$ cat config.mk
export PLATFORM = sky130hd
export DESIGN_NAME = imsc_misc_ctrl
export DESIGN_NICKNAME = d
export VERILOG_FILES = /design/src/common/imsc_pkg.sv /design/src/design/imsc_drdy_pulse.sv /design/src/design/imsc_misc_ctrl.sv
export SDC_FILE = /design/constraint.sdc
export NUM_CORES = 1
export LEC_CHECK = 0
export BUFFER_PORTS_ARGS = -buffer_cell sky130_fd_sc_hd__buf_2
export CAP_MARGIN = 20
export CORE_AREA = 2 2 90 92
export CTS_CLUSTER_SIZE = 14
export DETAILED_ROUTE_END_ITERATION = 16
export DIE_AREA = 0 0 92 94
export PLACE_DENSITY = 0.78
export SYNTH_ARGS = -nofsm -noshare
export SYNTH_HDL_FRONTEND = slang
export SYNTH_HIERARCHICAL = 1
export SYNTH_SLANG_ARGS = --single-unit
export TNS_END_PERCENT = 5
$ cat constraint.sdc
create_clock -name i_sys_clk -period 5.6 [get_ports i_sys_clk]
set_input_delay 0.28 -clock i_sys_clk [delete_from_list [all_inputs] [get_ports i_sys_clk]]
set_output_delay 0.28 -clock i_sys_clk [all_outputs]
set_load 0.02 [all_outputs]
$ cat src/common/imsc_pkg.sv
// Purpose: constants and types shared by the misc control and self-test block
// Assumes: 200 MHz system clock, host words arrive already deserialised
// Notes:
package imsc_pkg;

  // host word: bit 15 write, [14:8] byte address, [7:0] data
  typedef struct packed {
    logic       wr;
    logic [6:0] addr;
    logic [7:0] data;
  } imsc_din_t;

  localparam logic [6:0] ADDR_AUX_LO  = 7'h30;
  localparam logic [6:0] ADDR_AUX_HI  = 7'h31;
  localparam logic [6:0] ADDR_PIN_LO  = 7'h32;
  localparam logic [6:0] ADDR_PIN_HI  = 7'h33;
  localparam logic [6:0] ADDR_MSC_LO  = 7'h34;
  localparam logic [6:0] ADDR_MSC_HI  = 7'h35;
  localparam logic [6:0] ADDR_SMPL_LO = 7'h36;
  localparam logic [6:0] ADDR_DIAG_LO = 7'h3C;
  localparam logic [6:0] ADDR_GLOB_LO = 7'h3E;

  localparam int MSC_DR_SEL   = 0;
  localparam int MSC_DR_POL   = 1;
  localparam int MSC_DR_EN    = 2;
  localparam int MSC_ALIGN    = 6;
  localparam int MSC_BIASCOMP = 7;
  localparam int MSC_STIM_POS = 8;
  localparam int MSC_STIM_NEG = 9;
  localparam int MSC_SELFTEST = 10;
  localparam int MSC_MEMTEST  = 11;
  localparam int GLOB_DAC_LATCH = 2;
  localparam int PIN_DIR_FOUR   = 3;
  localparam int DIAG_MEM_FAIL  = 6;
  localparam int DIAG_ST_FAIL   = 5;
  localparam int DIAG_ST_LSB    = 10;
  localparam int DAC_BITS       = 12;

  localparam logic [15:0] MSC_WR_MASK = 16'h0FC7;
  localparam logic [15:0] MSC_RESET   = 16'h0006;
  localparam logic [15:0] PIN_RESET   = 16'h0000;
  localparam logic [7:0]  SMPL_RESET  = 8'h01;
  localparam logic [11:0] DAC_RESET   = 12'h000;

  localparam int CLK_PERIOD_NS  = 5;
  localparam int DRDY_MIN_NS    = 100000;
  localparam int DRDY_MAX_NS    = 200000;
  localparam int DRDY_MIN_CYC   = (DRDY_MIN_NS + CLK_PERIOD_NS - 1) / CLK_PERIOD_NS;
  localparam int DRDY_MAX_CYC   = DRDY_MAX_NS / CLK_PERIOD_NS;

endpackage : imsc_pkg

$ cat src/design/imsc_drdy_pulse.sv
// Purpose: stretches a sample-ready strobe into a fixed-width data ready pulse
// Assumes: trigger is a one-cycle strobe on the system clock
// Notes: a trigger during an active pulse is ignored so the width never grows
`timescale 1ns/1ps
module imsc_drdy_pulse #(
  parameter int WIDTH_CYC = 20000
) (
  // clock and reset
  input wire logic i_sys_clk,
  input wire logic i_reset,
  // control
  input wire logic i_trigger,
  // pulse
  output logic o_active
);
  localparam int CW = $clog2(WIDTH_CYC + 1);

  // refuse widths outside the pulse window while elaborating
  if (WIDTH_CYC < imsc_pkg::DRDY_MIN_CYC || WIDTH_CYC > imsc_pkg::DRDY_MAX_CYC) begin : g_width_bad
    $error("pulse width outside the allowed window");
  end

  logic [CW-1:0] cnt_ff;
  logic [CW-1:0] nxt_cnt;

  always_comb begin
    nxt_cnt = cnt_ff;
    if (cnt_ff != '0) begin
      nxt_cnt = cnt_ff - CW'(1);
    end else if (i_trigger) begin
      nxt_cnt = CW'(WIDTH_CYC);
    end
  end

  always_ff @(posedge i_sys_clk or posedge i_reset) begin
    if (i_reset) begin
      cnt_ff <= '0;
    end else begin
      cnt_ff <= nxt_cnt;
    end
  end

  assign o_active = (cnt_ff != '0);

  // helper: length of the pulse just ended
  logic [CW-1:0] len_ff;
  logic [CW-1:0] nxt_len;

  always_comb begin
    nxt_len = '0;
    if (o_active) begin
      nxt_len = len_ff + CW'(1);
    end
  end

  always_ff @(posedge i_sys_clk or posedge i_reset) begin
    if (i_reset) begin
      len_ff <= '0;
    end else begin
      len_ff <= nxt_len;
    end
  end

  chk_pulse_width: assert property (@(posedge i_sys_clk) disable iff (i_reset)
    $fell(o_active) |-> (len_ff == CW'(WIDTH_CYC)))
    else $error("data ready pulse width wrong");

  chk_pulse_start: assert property (@(posedge i_sys_clk) disable iff (i_reset)
    (i_trigger && !o_active) |=> o_active)
    else $error("data ready pulse did not start");

endmodule : imsc_drdy_pulse

$ cat src/design/imsc_misc_ctrl.sv
// Purpose: misc control, data ready, self-test, memory test and analog output latch
// Assumes: host words come from the serial front end on i_sys_clk
// Notes: line four input is a pin and is synchronised here
`timescale 1ns/1ps
module imsc_misc_ctrl #(
  parameter int DRDY_WIDTH_CYC = imsc_pkg::DRDY_MIN_CYC
) (
  // clock and reset
  input wire logic i_sys_clk,
  input wire logic i_reset,
  // host word port
  input wire logic i_din_valid,
  input wire imsc_pkg::imsc_din_t i_din,
  output logic [15:0] o_rd_data,
  // sample timing
  input wire logic i_sample_tick,
  input wire logic i_samples_ready,
  output logic o_sample_start,
  output logic [7:0] o_sample_period_cfg,
  // io lines
  input wire logic i_io_line_four,
  output logic o_io_line_one,
  output logic o_io_line_one_oe_n,
  output logic o_io_line_two,
  output logic o_io_line_two_oe_n,
  // test engines
  output logic o_memtest_start,
  input wire logic i_memtest_done,
  input wire logic i_memtest_fail,
  output logic o_selftest_start,
  input wire logic i_selftest_done,
  input wire logic [5:0] i_selftest_axis_fail,
  output logic o_stim_neg,
  output logic o_stim_pos,
  // compensation and analog output
  output logic o_bias_comp_en,
  output logic o_origin_align_en,
  output logic [11:0] o_dac_code
);

  logic [15:0] msc_ff, nxt_msc;
  logic [15:0] pin_ff, nxt_pin;
  logic [7:0] smpl_ff, nxt_smpl;
  logic [11:0] dac_stage_ff, nxt_dac_stage;
  logic [11:0] dac_ff, nxt_dac;
  logic [15:0] diag_ff, nxt_diag;
  logic [15:0] rd_ff, nxt_rd;
  logic mem_go_ff, nxt_mem_go, st_go_ff, nxt_st_go;
  logic smp_ff, nxt_smp;
  logic sync1_ff, sync2_ff, sync3_ff, lvl_ff, nxt_lvl;
  logic wr, ext_en, ext_rise, latch;

  function automatic logic hit(input imsc_pkg::imsc_din_t d, input logic [6:0] a);
    hit = (d.addr == a);
  endfunction : hit

  assign wr = i_din_valid && i_din.wr;
  assign latch = wr && hit(i_din, imsc_pkg::ADDR_GLOB_LO) && i_din.data[imsc_pkg::GLOB_DAC_LATCH];
  assign ext_en = !pin_ff[imsc_pkg::PIN_DIR_FOUR] && (smpl_ff == 8'h00);
  assign ext_rise = sync2_ff && sync3_ff && !lvl_ff;

  // register writes
  always_comb begin
    nxt_msc = msc_ff;
    nxt_pin = pin_ff;
    nxt_smpl = smpl_ff;
    nxt_dac_stage = dac_stage_ff;
    nxt_dac = dac_ff;
    nxt_mem_go = 1'b0;
    nxt_st_go = 1'b0;
    // completion clears first so a same-cycle write wins
    if (i_memtest_done) begin
      nxt_msc[imsc_pkg::MSC_MEMTEST] = 1'b0;
    end
    if (i_selftest_done) begin
      nxt_msc[imsc_pkg::MSC_SELFTEST] = 1'b0;
    end
    if (wr) begin
      if (hit(i_din, imsc_pkg::ADDR_MSC_LO)) begin
        nxt_msc[7:0] = i_din.data & imsc_pkg::MSC_WR_MASK[7:0];
      end else if (hit(i_din, imsc_pkg::ADDR_MSC_HI)) begin
        nxt_msc[15:8] = i_din.data & imsc_pkg::MSC_WR_MASK[15:8];
        // a start written in the completion cycle wins and launches a fresh run
        nxt_mem_go = i_din.data[imsc_pkg::MSC_MEMTEST - 8]
          && (!msc_ff[imsc_pkg::MSC_MEMTEST] || i_memtest_done);
        nxt_st_go = i_din.data[imsc_pkg::MSC_SELFTEST - 8]
          && (!msc_ff[imsc_pkg::MSC_SELFTEST] || i_selftest_done);
        if (msc_ff[imsc_pkg::MSC_MEMTEST] && !i_memtest_done) begin
          nxt_msc[imsc_pkg::MSC_MEMTEST] = 1'b1;
        end
        if (msc_ff[imsc_pkg::MSC_SELFTEST] && !i_selftest_done) begin
          nxt_msc[imsc_pkg::MSC_SELFTEST] = 1'b1;
        end
      end else if (hit(i_din, imsc_pkg::ADDR_PIN_LO)) begin
        nxt_pin[7:0] = {4'h0, i_din.data[3:0]};
      end else if (hit(i_din, imsc_pkg::ADDR_SMPL_LO)) begin
        nxt_smpl = i_din.data;
      end else if (hit(i_din, imsc_pkg::ADDR_AUX_LO)) begin
        nxt_dac_stage[7:0] = i_din.data;
      end else if (hit(i_din, imsc_pkg::ADDR_AUX_HI)) begin
        nxt_dac_stage[11:8] = i_din.data[3:0];
      end
    end
    if (latch) begin
      nxt_dac = dac_stage_ff;
    end
  end

  // diagnostic flags and read data
  always_comb begin
    nxt_diag = diag_ff;
    if (i_memtest_done) begin
      nxt_diag[imsc_pkg::DIAG_MEM_FAIL] = i_memtest_fail;
    end
    if (i_selftest_done) begin
      nxt_diag[imsc_pkg::DIAG_ST_LSB +: 6] = i_selftest_axis_fail;
      nxt_diag[imsc_pkg::DIAG_ST_FAIL] = |i_selftest_axis_fail;
    end
    nxt_rd = rd_ff;
    if (i_din_valid && !i_din.wr) begin
      if (i_din.addr[6:1] == imsc_pkg::ADDR_MSC_LO[6:1]) begin
        nxt_rd = msc_ff;
      end else if (i_din.addr[6:1] == imsc_pkg::ADDR_PIN_LO[6:1]) begin
        nxt_rd = {4'h0, lvl_ff, 3'h0, pin_ff[7:0]};
      end else if (i_din.addr[6:1] == imsc_pkg::ADDR_SMPL_LO[6:1]) begin
        nxt_rd = {8'h00, smpl_ff};
      end else if (i_din.addr[6:1] == imsc_pkg::ADDR_AUX_LO[6:1]) begin
        nxt_rd = {4'h0, dac_stage_ff};
      end else if (i_din.addr[6:1] == imsc_pkg::ADDR_DIAG_LO[6:1]) begin
        nxt_rd = diag_ff;
      end else begin
        nxt_rd = 16'h0000;
      end
    end
  end

  // external clock edge and sample start
  always_comb begin
    nxt_lvl = lvl_ff;
    if (sync2_ff == sync3_ff) begin
      nxt_lvl = sync3_ff;
    end
    nxt_smp = ext_en ? ext_rise : i_sample_tick;
  end

  always_ff @(posedge i_sys_clk or posedge i_reset) begin
    if (i_reset) begin
      msc_ff <= imsc_pkg::MSC_RESET;
      pin_ff <= imsc_pkg::PIN_RESET;
      smpl_ff <= imsc_pkg::SMPL_RESET;
      dac_stage_ff <= imsc_pkg::DAC_RESET;
      dac_ff <= imsc_pkg::DAC_RESET;
      diag_ff <= 16'h0000;
      rd_ff <= 16'h0000;
      mem_go_ff <= 1'b0;
      st_go_ff <= 1'b0;
      smp_ff <= 1'b0;
      sync1_ff <= 1'b0;
      sync2_ff <= 1'b0;
      sync3_ff <= 1'b0;
      lvl_ff <= 1'b0;
    end else begin
      msc_ff <= nxt_msc;
      pin_ff <= nxt_pin;
      smpl_ff <= nxt_smpl;
      dac_stage_ff <= nxt_dac_stage;
      dac_ff <= nxt_dac;
      diag_ff <= nxt_diag;
      rd_ff <= nxt_rd;
      mem_go_ff <= nxt_mem_go;
      st_go_ff <= nxt_st_go;
      smp_ff <= nxt_smp;
      sync1_ff <= i_io_line_four;
      sync2_ff <= sync1_ff;
      sync3_ff <= sync2_ff;
      lvl_ff <= nxt_lvl;
    end
  end

  // data ready pulse and pin routing
  logic drdy_active;
  logic dr_level;

  imsc_drdy_pulse #(
    .WIDTH_CYC(DRDY_WIDTH_CYC)
  ) u_drdy (
    .i_sys_clk(i_sys_clk),
    .i_reset(i_reset),
    .i_trigger(i_samples_ready && msc_ff[imsc_pkg::MSC_DR_EN]),
    .o_active(drdy_active)
  );

  assign dr_level = drdy_active ? msc_ff[imsc_pkg::MSC_DR_POL] : !msc_ff[imsc_pkg::MSC_DR_POL];
  assign o_io_line_one = dr_level;
  assign o_io_line_two = dr_level;
  assign o_io_line_one_oe_n = !(msc_ff[imsc_pkg::MSC_DR_EN] && !msc_ff[imsc_pkg::MSC_DR_SEL]);
  assign o_io_line_two_oe_n = !(msc_ff[imsc_pkg::MSC_DR_EN] && msc_ff[imsc_pkg::MSC_DR_SEL]);

  assign o_rd_data = rd_ff;
  assign o_sample_start = smp_ff;
  assign o_sample_period_cfg = smpl_ff;
  assign o_memtest_start = mem_go_ff;
  assign o_selftest_start = st_go_ff;
  assign o_stim_neg = msc_ff[imsc_pkg::MSC_STIM_NEG];
  assign o_stim_pos = msc_ff[imsc_pkg::MSC_STIM_POS];
  assign o_bias_comp_en = msc_ff[imsc_pkg::MSC_BIASCOMP];
  assign o_origin_align_en = msc_ff[imsc_pkg::MSC_ALIGN];
  assign o_dac_code = dac_ff;

  chk_ext_edge_start: assert property (@(posedge i_sys_clk) disable iff (i_reset)
    (ext_en && ext_rise) |=> o_sample_start ##1 !o_sample_start)
    else $error("external edge did not start one sample");

  chk_ext_gated_off: assert property (@(posedge i_sys_clk) disable iff (i_reset)
    (!ext_en && !i_sample_tick) |=> !o_sample_start)
    else $error("sample start without enabled source");

  chk_drdy_gate: assert property (@(posedge i_sys_clk) disable iff (i_reset)
    !msc_ff[imsc_pkg::MSC_DR_EN] |-> (o_io_line_one_oe_n && o_io_line_two_oe_n))
    else $error("data ready driven while disabled");

  chk_drdy_polarity: assert property (@(posedge i_sys_clk) disable iff (i_reset)
    (!o_io_line_one_oe_n && $rose(drdy_active)) |-> (o_io_line_one == msc_ff[imsc_pkg::MSC_DR_POL]))
    else $error("data ready level has wrong polarity");

  chk_memtest_clear: assert property (@(posedge i_sys_clk) disable iff (i_reset)
    (i_memtest_done && !(wr && hit(i_din, imsc_pkg::ADDR_MSC_HI))) |=> !msc_ff[imsc_pkg::MSC_MEMTEST])
    else $error("memory test bit not cleared");

  chk_memtest_start: assert property (@(posedge i_sys_clk) disable iff (i_reset)
    (wr && hit(i_din, imsc_pkg::ADDR_MSC_HI) && i_din.data[3] && !msc_ff[imsc_pkg::MSC_MEMTEST])
      |=> (o_memtest_start && msc_ff[imsc_pkg::MSC_MEMTEST]) ##1 !o_memtest_start)
    else $error("memory test not started");

  chk_selftest_clear: assert property (@(posedge i_sys_clk) disable iff (i_reset)
    (i_selftest_done && !(wr && hit(i_din, imsc_pkg::ADDR_MSC_HI))) |=> !msc_ff[imsc_pkg::MSC_SELFTEST])
    else $error("self-test bit not cleared");

  chk_stim_follow: assert property (@(posedge i_sys_clk) disable iff (i_reset)
    (wr && hit(i_din, imsc_pkg::ADDR_MSC_HI))
      |=> (o_stim_neg == $past(i_din.data[1]) && o_stim_pos == $past(i_din.data[0])))
    else $error("stimulus bits do not follow write");

  chk_dac_hold: assert property (@(posedge i_sys_clk) disable iff (i_reset)
    !latch |=> $stable(o_dac_code))
    else $error("analog output changed without latch");

  chk_diag_memflag: assert property (@(posedge i_sys_clk) disable iff (i_reset)
    i_memtest_done |=> (diag_ff[imsc_pkg::DIAG_MEM_FAIL] == $past(i_memtest_fail)))
    else $error("memory test result not recorded");

endmodule : imsc_misc_ctrl

# == After elaboration in Yosys (flattened, before gate mapping) ==
# Index checks and enable logic that the tools add are counted.
# classes
add_sub_neg,1
eq_ne,13
mux,23
bitwise_logic,5
reduce_logical,37
# op_table
op,count
16-bit two-way mux,5
7-bit by 6-bit == test with 1-bit output (second input constant),7
6-bit by 5-bit == test with 1-bit output (second input constant),5
15-bit two-way mux,2
15-bit nonzero test,1
15-bit by 1-bit subtractor with 15-bit output (second input constant),1
1-bit logical AND,14
1-bit two-way mux,12
12-bit two-way mux,1
1-bit zero test,11
8-bit zero test,1
4-bit two-way mux,2
8-bit two-way mux,1
7-bit AND reduction,1
6-bit AND reduction,1
6-bit OR reduction,1
1-bit inverter,5
5-bit AND reduction,1
4-bit AND reduction,1
3-bit AND reduction,1
1-bit logical OR,2
2-bit AND reduction,1
2-bit nonzero test,1
1-bit == test,1
# word_totals
register_bits,91
input_bits,31
out_inout_bits,47
wordCells,98

# == Depth between registers and ports, before layout ==
# depth
ltp_word,6
ltp_mapped,7

# == Modules after synthesis ==
# The synthesis kept the hierarchy.
# by_module_without_submodules
module,instances,cells_per_inst,area_each_um2
imsc_misc_ctrl,1,258,3255.6
imsc_drdy_pulse,1,72,807.0

# == Worst setup path after synthesis ==
# Ideal clock, no wire load.
# synth_path
kind,register to output
startpoint,register u_drdy.cnt_ff[10]
endpoint,output port o_io_line_two
arrival_ps,1774
required_ps,5320
slack_ps,3546
stages_incl_launch_ff,6
n_path_buf,1
cell_sequence,dfrtp_1 > nor4_2 > and4_4 > inv_2 > xnor2_1 > buf_4
# synth_via
elab_chain_cells,2
# synth_rtl
item,line,source
"start, declared",imsc_drdy_pulse.sv:23,logic [CW-1:0] cnt_ff;
"start signal, assigned",imsc_drdy_pulse.sv:39,cnt_ff <= nxt_cnt;
15-bit nonzero test,imsc_drdy_pulse.sv:43,assign o_active = (cnt_ff != '0);
via drdy_active,imsc_misc_ctrl.sv:181,logic drdy_active;
1-bit two-way mux,imsc_misc_ctrl.sv:193,assign dr_level = drdy_active ? msc_ff[imsc_pkg::MSC_DR_POL] : !msc_ff[imsc_pkg::MSC_DR_POL];
"end, declared",imsc_misc_ctrl.sv:24,"output logic o_io_line_two,"
# The timed path passes the listed nets, and every way through them passes these cells.

# == Worst setup path after layout ==
# layout_path
startpoint,register u_drdy.cnt_ff[0]
endpoint,output port o_io_line_two
# Same word-level chain as after synthesis.

==> out/qor.yml <==
timing:
  min_period_over_period_pct: 41.60
  finalMaxSlewViolations: 0
  setup_viol: 0
  final-hold-violation-count: 0
  fin_tns_setup_ps: 0
  fmax_ghz: 0.4292
  rsz0062_at_grt: "false"
  fin_skew_ps: 9.806
  slew_headroom_pct: 38.28
  worstMarginPinSlew_ps: 925.8
  period_needed_ps: 2330
  whs_ps: 17.03
synth:
  avgSynthCellArea_um2: 12.31
  yosys.area.top_type: "dfrtp_1"
  syn-cell-area_um2: 4063
  yosys-top-cells-area: "dfrtp_1 (54%), mux2_2 (15%), nand2_1 (3.0%)"
  yosys_most_used_dff: "dfrtp_1"
  ys_ff_latch: 91
  yosys.cell_types.count: 53
  synthTopCellsByCount: "dfrtp_1 (88), mux2_2 (54), nand2_1 (32)"
  synthCells: 330
  synth_top_area_share_pct: 54.20
  syn_nets: 364
  synth_seq_area_share_pct: 56.14
  async_reset_ff_share_pct: 100.0
  post-synth-top-count-cell: "dfrtp_1"
  yosysWarnings: 6
  synth-edff-count: 0
finish:
  areaGrowthSynthToFinish_pct: 15.68
  drive_above_1_share_pct: 40.78
  num_antenna_cells: 0
  fin_util_pct: 61.78
  nNetsFinal: 441
setup_path:
  end_kind: "primary output"
  cp.required_ps: 5320
  r2r_end: "u_drdy/cnt_ff[1]$_DFFE_PP0P_"
  slowest_delay_ps: 420
  critPathArrivalTime_ps: 2050
  crit_fanout: 12
  critPathCapture: "o_io_line_two"
  criticalPathCategory: "reg -> out"
  startpoint: "u_drdy/cnt_ff[0]$_DFFE_PP0P_"
  reg2reg_slack_ps: 3790
  cp-start-kind: "register"
  r2r_start: "u_drdy/cnt_ff[0]$_DFFE_PP0P_"
  cp_slowest_cell: "dfrtp_1"
  reg2reg_depth: 7
  path_cells: "inv_1, ha_1, nor2b_1, and4_4, inv_2, xnor2_1, buf_2"
route:
  drc_errors: 0
  firstDrtPassIters: 4
  drtIter0Drc: 116
  routed_via_density: 5.553
  route.detailed.wl_per_inst_um: 16.86
  ant_nets: 0
  wl_um: 8668
  num_vias: 2854
global_routing:
  grt_first_pass_wirelength_um: 14280
  overflow: 0
  grt_max_degree: 77
  grt_pass1_vias: 2845
  grtUsageTotal_pct: 21.47
  antenna_found_initial: 0
power_and_ir_drop:
  power.density_nw_per_um2: 257.4
  ir_drop_mv: 0.1644
  p_leak_uw: 0.002316
floorplanning:
  num_rows: 32
  die_y_um: 94
  ios: 78
  die_x_um: 92
  core_um2: 7607
  die_area_um2: 8648
  start_util_pct: 53.40
clock_tree:
  postCtsSetupBuffers: 0
  cts-root-buf: "clkbuf_8"
  hold_buffers: 0
  post_cts_resized: 0
  cts_max_level: 3
  clkLatencyLatePin_ps: 350
  cts_tree: "built"
  cts_inserted_buffers: 9
  clock_path_buffers: 2
  cts.sinks: 91
  clkTransAtPathRegs_ps: 80
job:
  maxCapViolations: 0
placed_design:
  gp_congestion: 0.8444
  place_hpwl_um: 6236
  port_buffers: 77
min_path:
  hp-class: "in -> async"
status:
  status: "complete, no violations"
## cell type report
type                            instances  area [µm²]
Inverter                                6       22.52
Clock buffer                           13       158.9
Sequential cell                        91        2281
Clock inverter                          3       22.52
Timing Repair Buffer                   78       392.9
Tap cell                              102       127.6
Fill cell                             626        2908
Multi-Input combinational cell        221        1694
## how the worst min path moves through the flow
stage                  startpoint                      endpoint  cells past startpoint
6_report                  i_reset  u_drdy/cnt_ff[8]$_DFFE_PP0P_                      2
5_1_grt            i_io_line_four            sync1_ff$_DFF_PP0_                      1
4_1_cts            i_io_line_four            sync1_ff$_DFF_PP0_                      1
3_5_place_dp   sync1_ff$_DFF_PP0_            sync2_ff$_DFF_PP0_                      0
3_3_place_gp   sync1_ff$_DFF_PP0_            sync2_ff$_DFF_PP0_                      0
2_1_floorplan             i_reset  u_drdy/cnt_ff[0]$_DFFE_PP0P_                      1
## power breakdown
group / internal [µW] / leakage, µW / switching, µW / total [µW]
Combinational: 40.7 / 0.00104 / 62.3 / 103
Sequential: 680 / 0.00118 / 17.3 / 697
Clock: 188 / 0.0000940 / 221 / 409
Total: 909 / 0.00232 / 301 / 1210
## per-stage QoR
| stage | cell area, µm² | total power, µW | instances | setup slack [ps] |
|---|---|---|---|---|
| floorplan | 4063 | 770.4 | 330 | 3387 |
| global placement | 4518 | 810.5 | 498 | 3554 |
| detailed placement | 4518 | 814.2 | 498 | 3454 |
| CTS | 4700 | 1223 | 514 | 3232 |
| global route | 4700 | 1263 | 514 | 3044 |
| finish | 4700 | 1209 | 514 | 3270 |
## cell families (layout without fill, tap and decap cells)
group | after synthesis | in the layout | share of synthesized area [%]
buffers and inverters | 18 | 100 | 2.156
XOR/XNOR | 8 | 8 | 1.725
adder cells (fa/ha/maj) | 3 | 3 | 0.9240
flip-flops | 91 | 91 | 56.14
AO/OA/AOI/OAI | 43 | 43 | 7.269
AND/OR/NAND/NOR | 107 | 107 | 15.34
multiplexers | 60 | 60 | 16.45
## layout by cell type, fill, tap and decap left out, types with 3 or more instances in the layout
master	count
dfrtp_1	88
buf_2	77
mux2_2	54
nand2_1	32
nor2_1	16
o21ai_0	13
nor3_1	13
clkbuf_8	11
nand2b_1	7
nand3_1	7
a21oi_1	6
mux2i_1	6
xor2_1	6
a211oi_1	5
and3_1	4
inv_1	4
nor4_2	4
nor2b_1	3
nor4_1	3
a22oi_1	3
ha_1	3
dfstp_2	3
## layer usage
metal / up-vias / routed length (µm) / global-route usage, % / share of wire, %
met2: 82 / 4034 / 33.52 / 47
met5: - / 0 / 0 / 0
met4: 0 / 164 / 9.701 / 1.9
met3: 12 / 415 / 4.494 / 4.8
li1: 1336 / - / - / -
met1: 1424 / 4054 / 29.15 / 47
## worst max-delay path: cells and delay by family (launching register included)
kind	cells	cell delay [ps]
and+or+nand+nor	2	580
DFF	1	420
buffers and inverters	3	370
adders and majority gates	1	170
xor gates and xnor gates	1	160
## sequential cells by signal, indices dropped and copies added, names as in the netlist
register / count
o_dac_code: 12
diag_ff: 8
o_sample_start: 1
o_sample_period_cfg: 8
sync1_ff: 1
sync2_ff: 1
u_drdy/cnt_ff: 15
lvl_ff: 1
o_rd_data: 16
sync3_ff: 1
msc_ff: 9
o_memtest_start: 1
dac_stage_ff: 12
o_selftest_start: 1
pin_ff: 4
(Power assumes the default switching activity.)
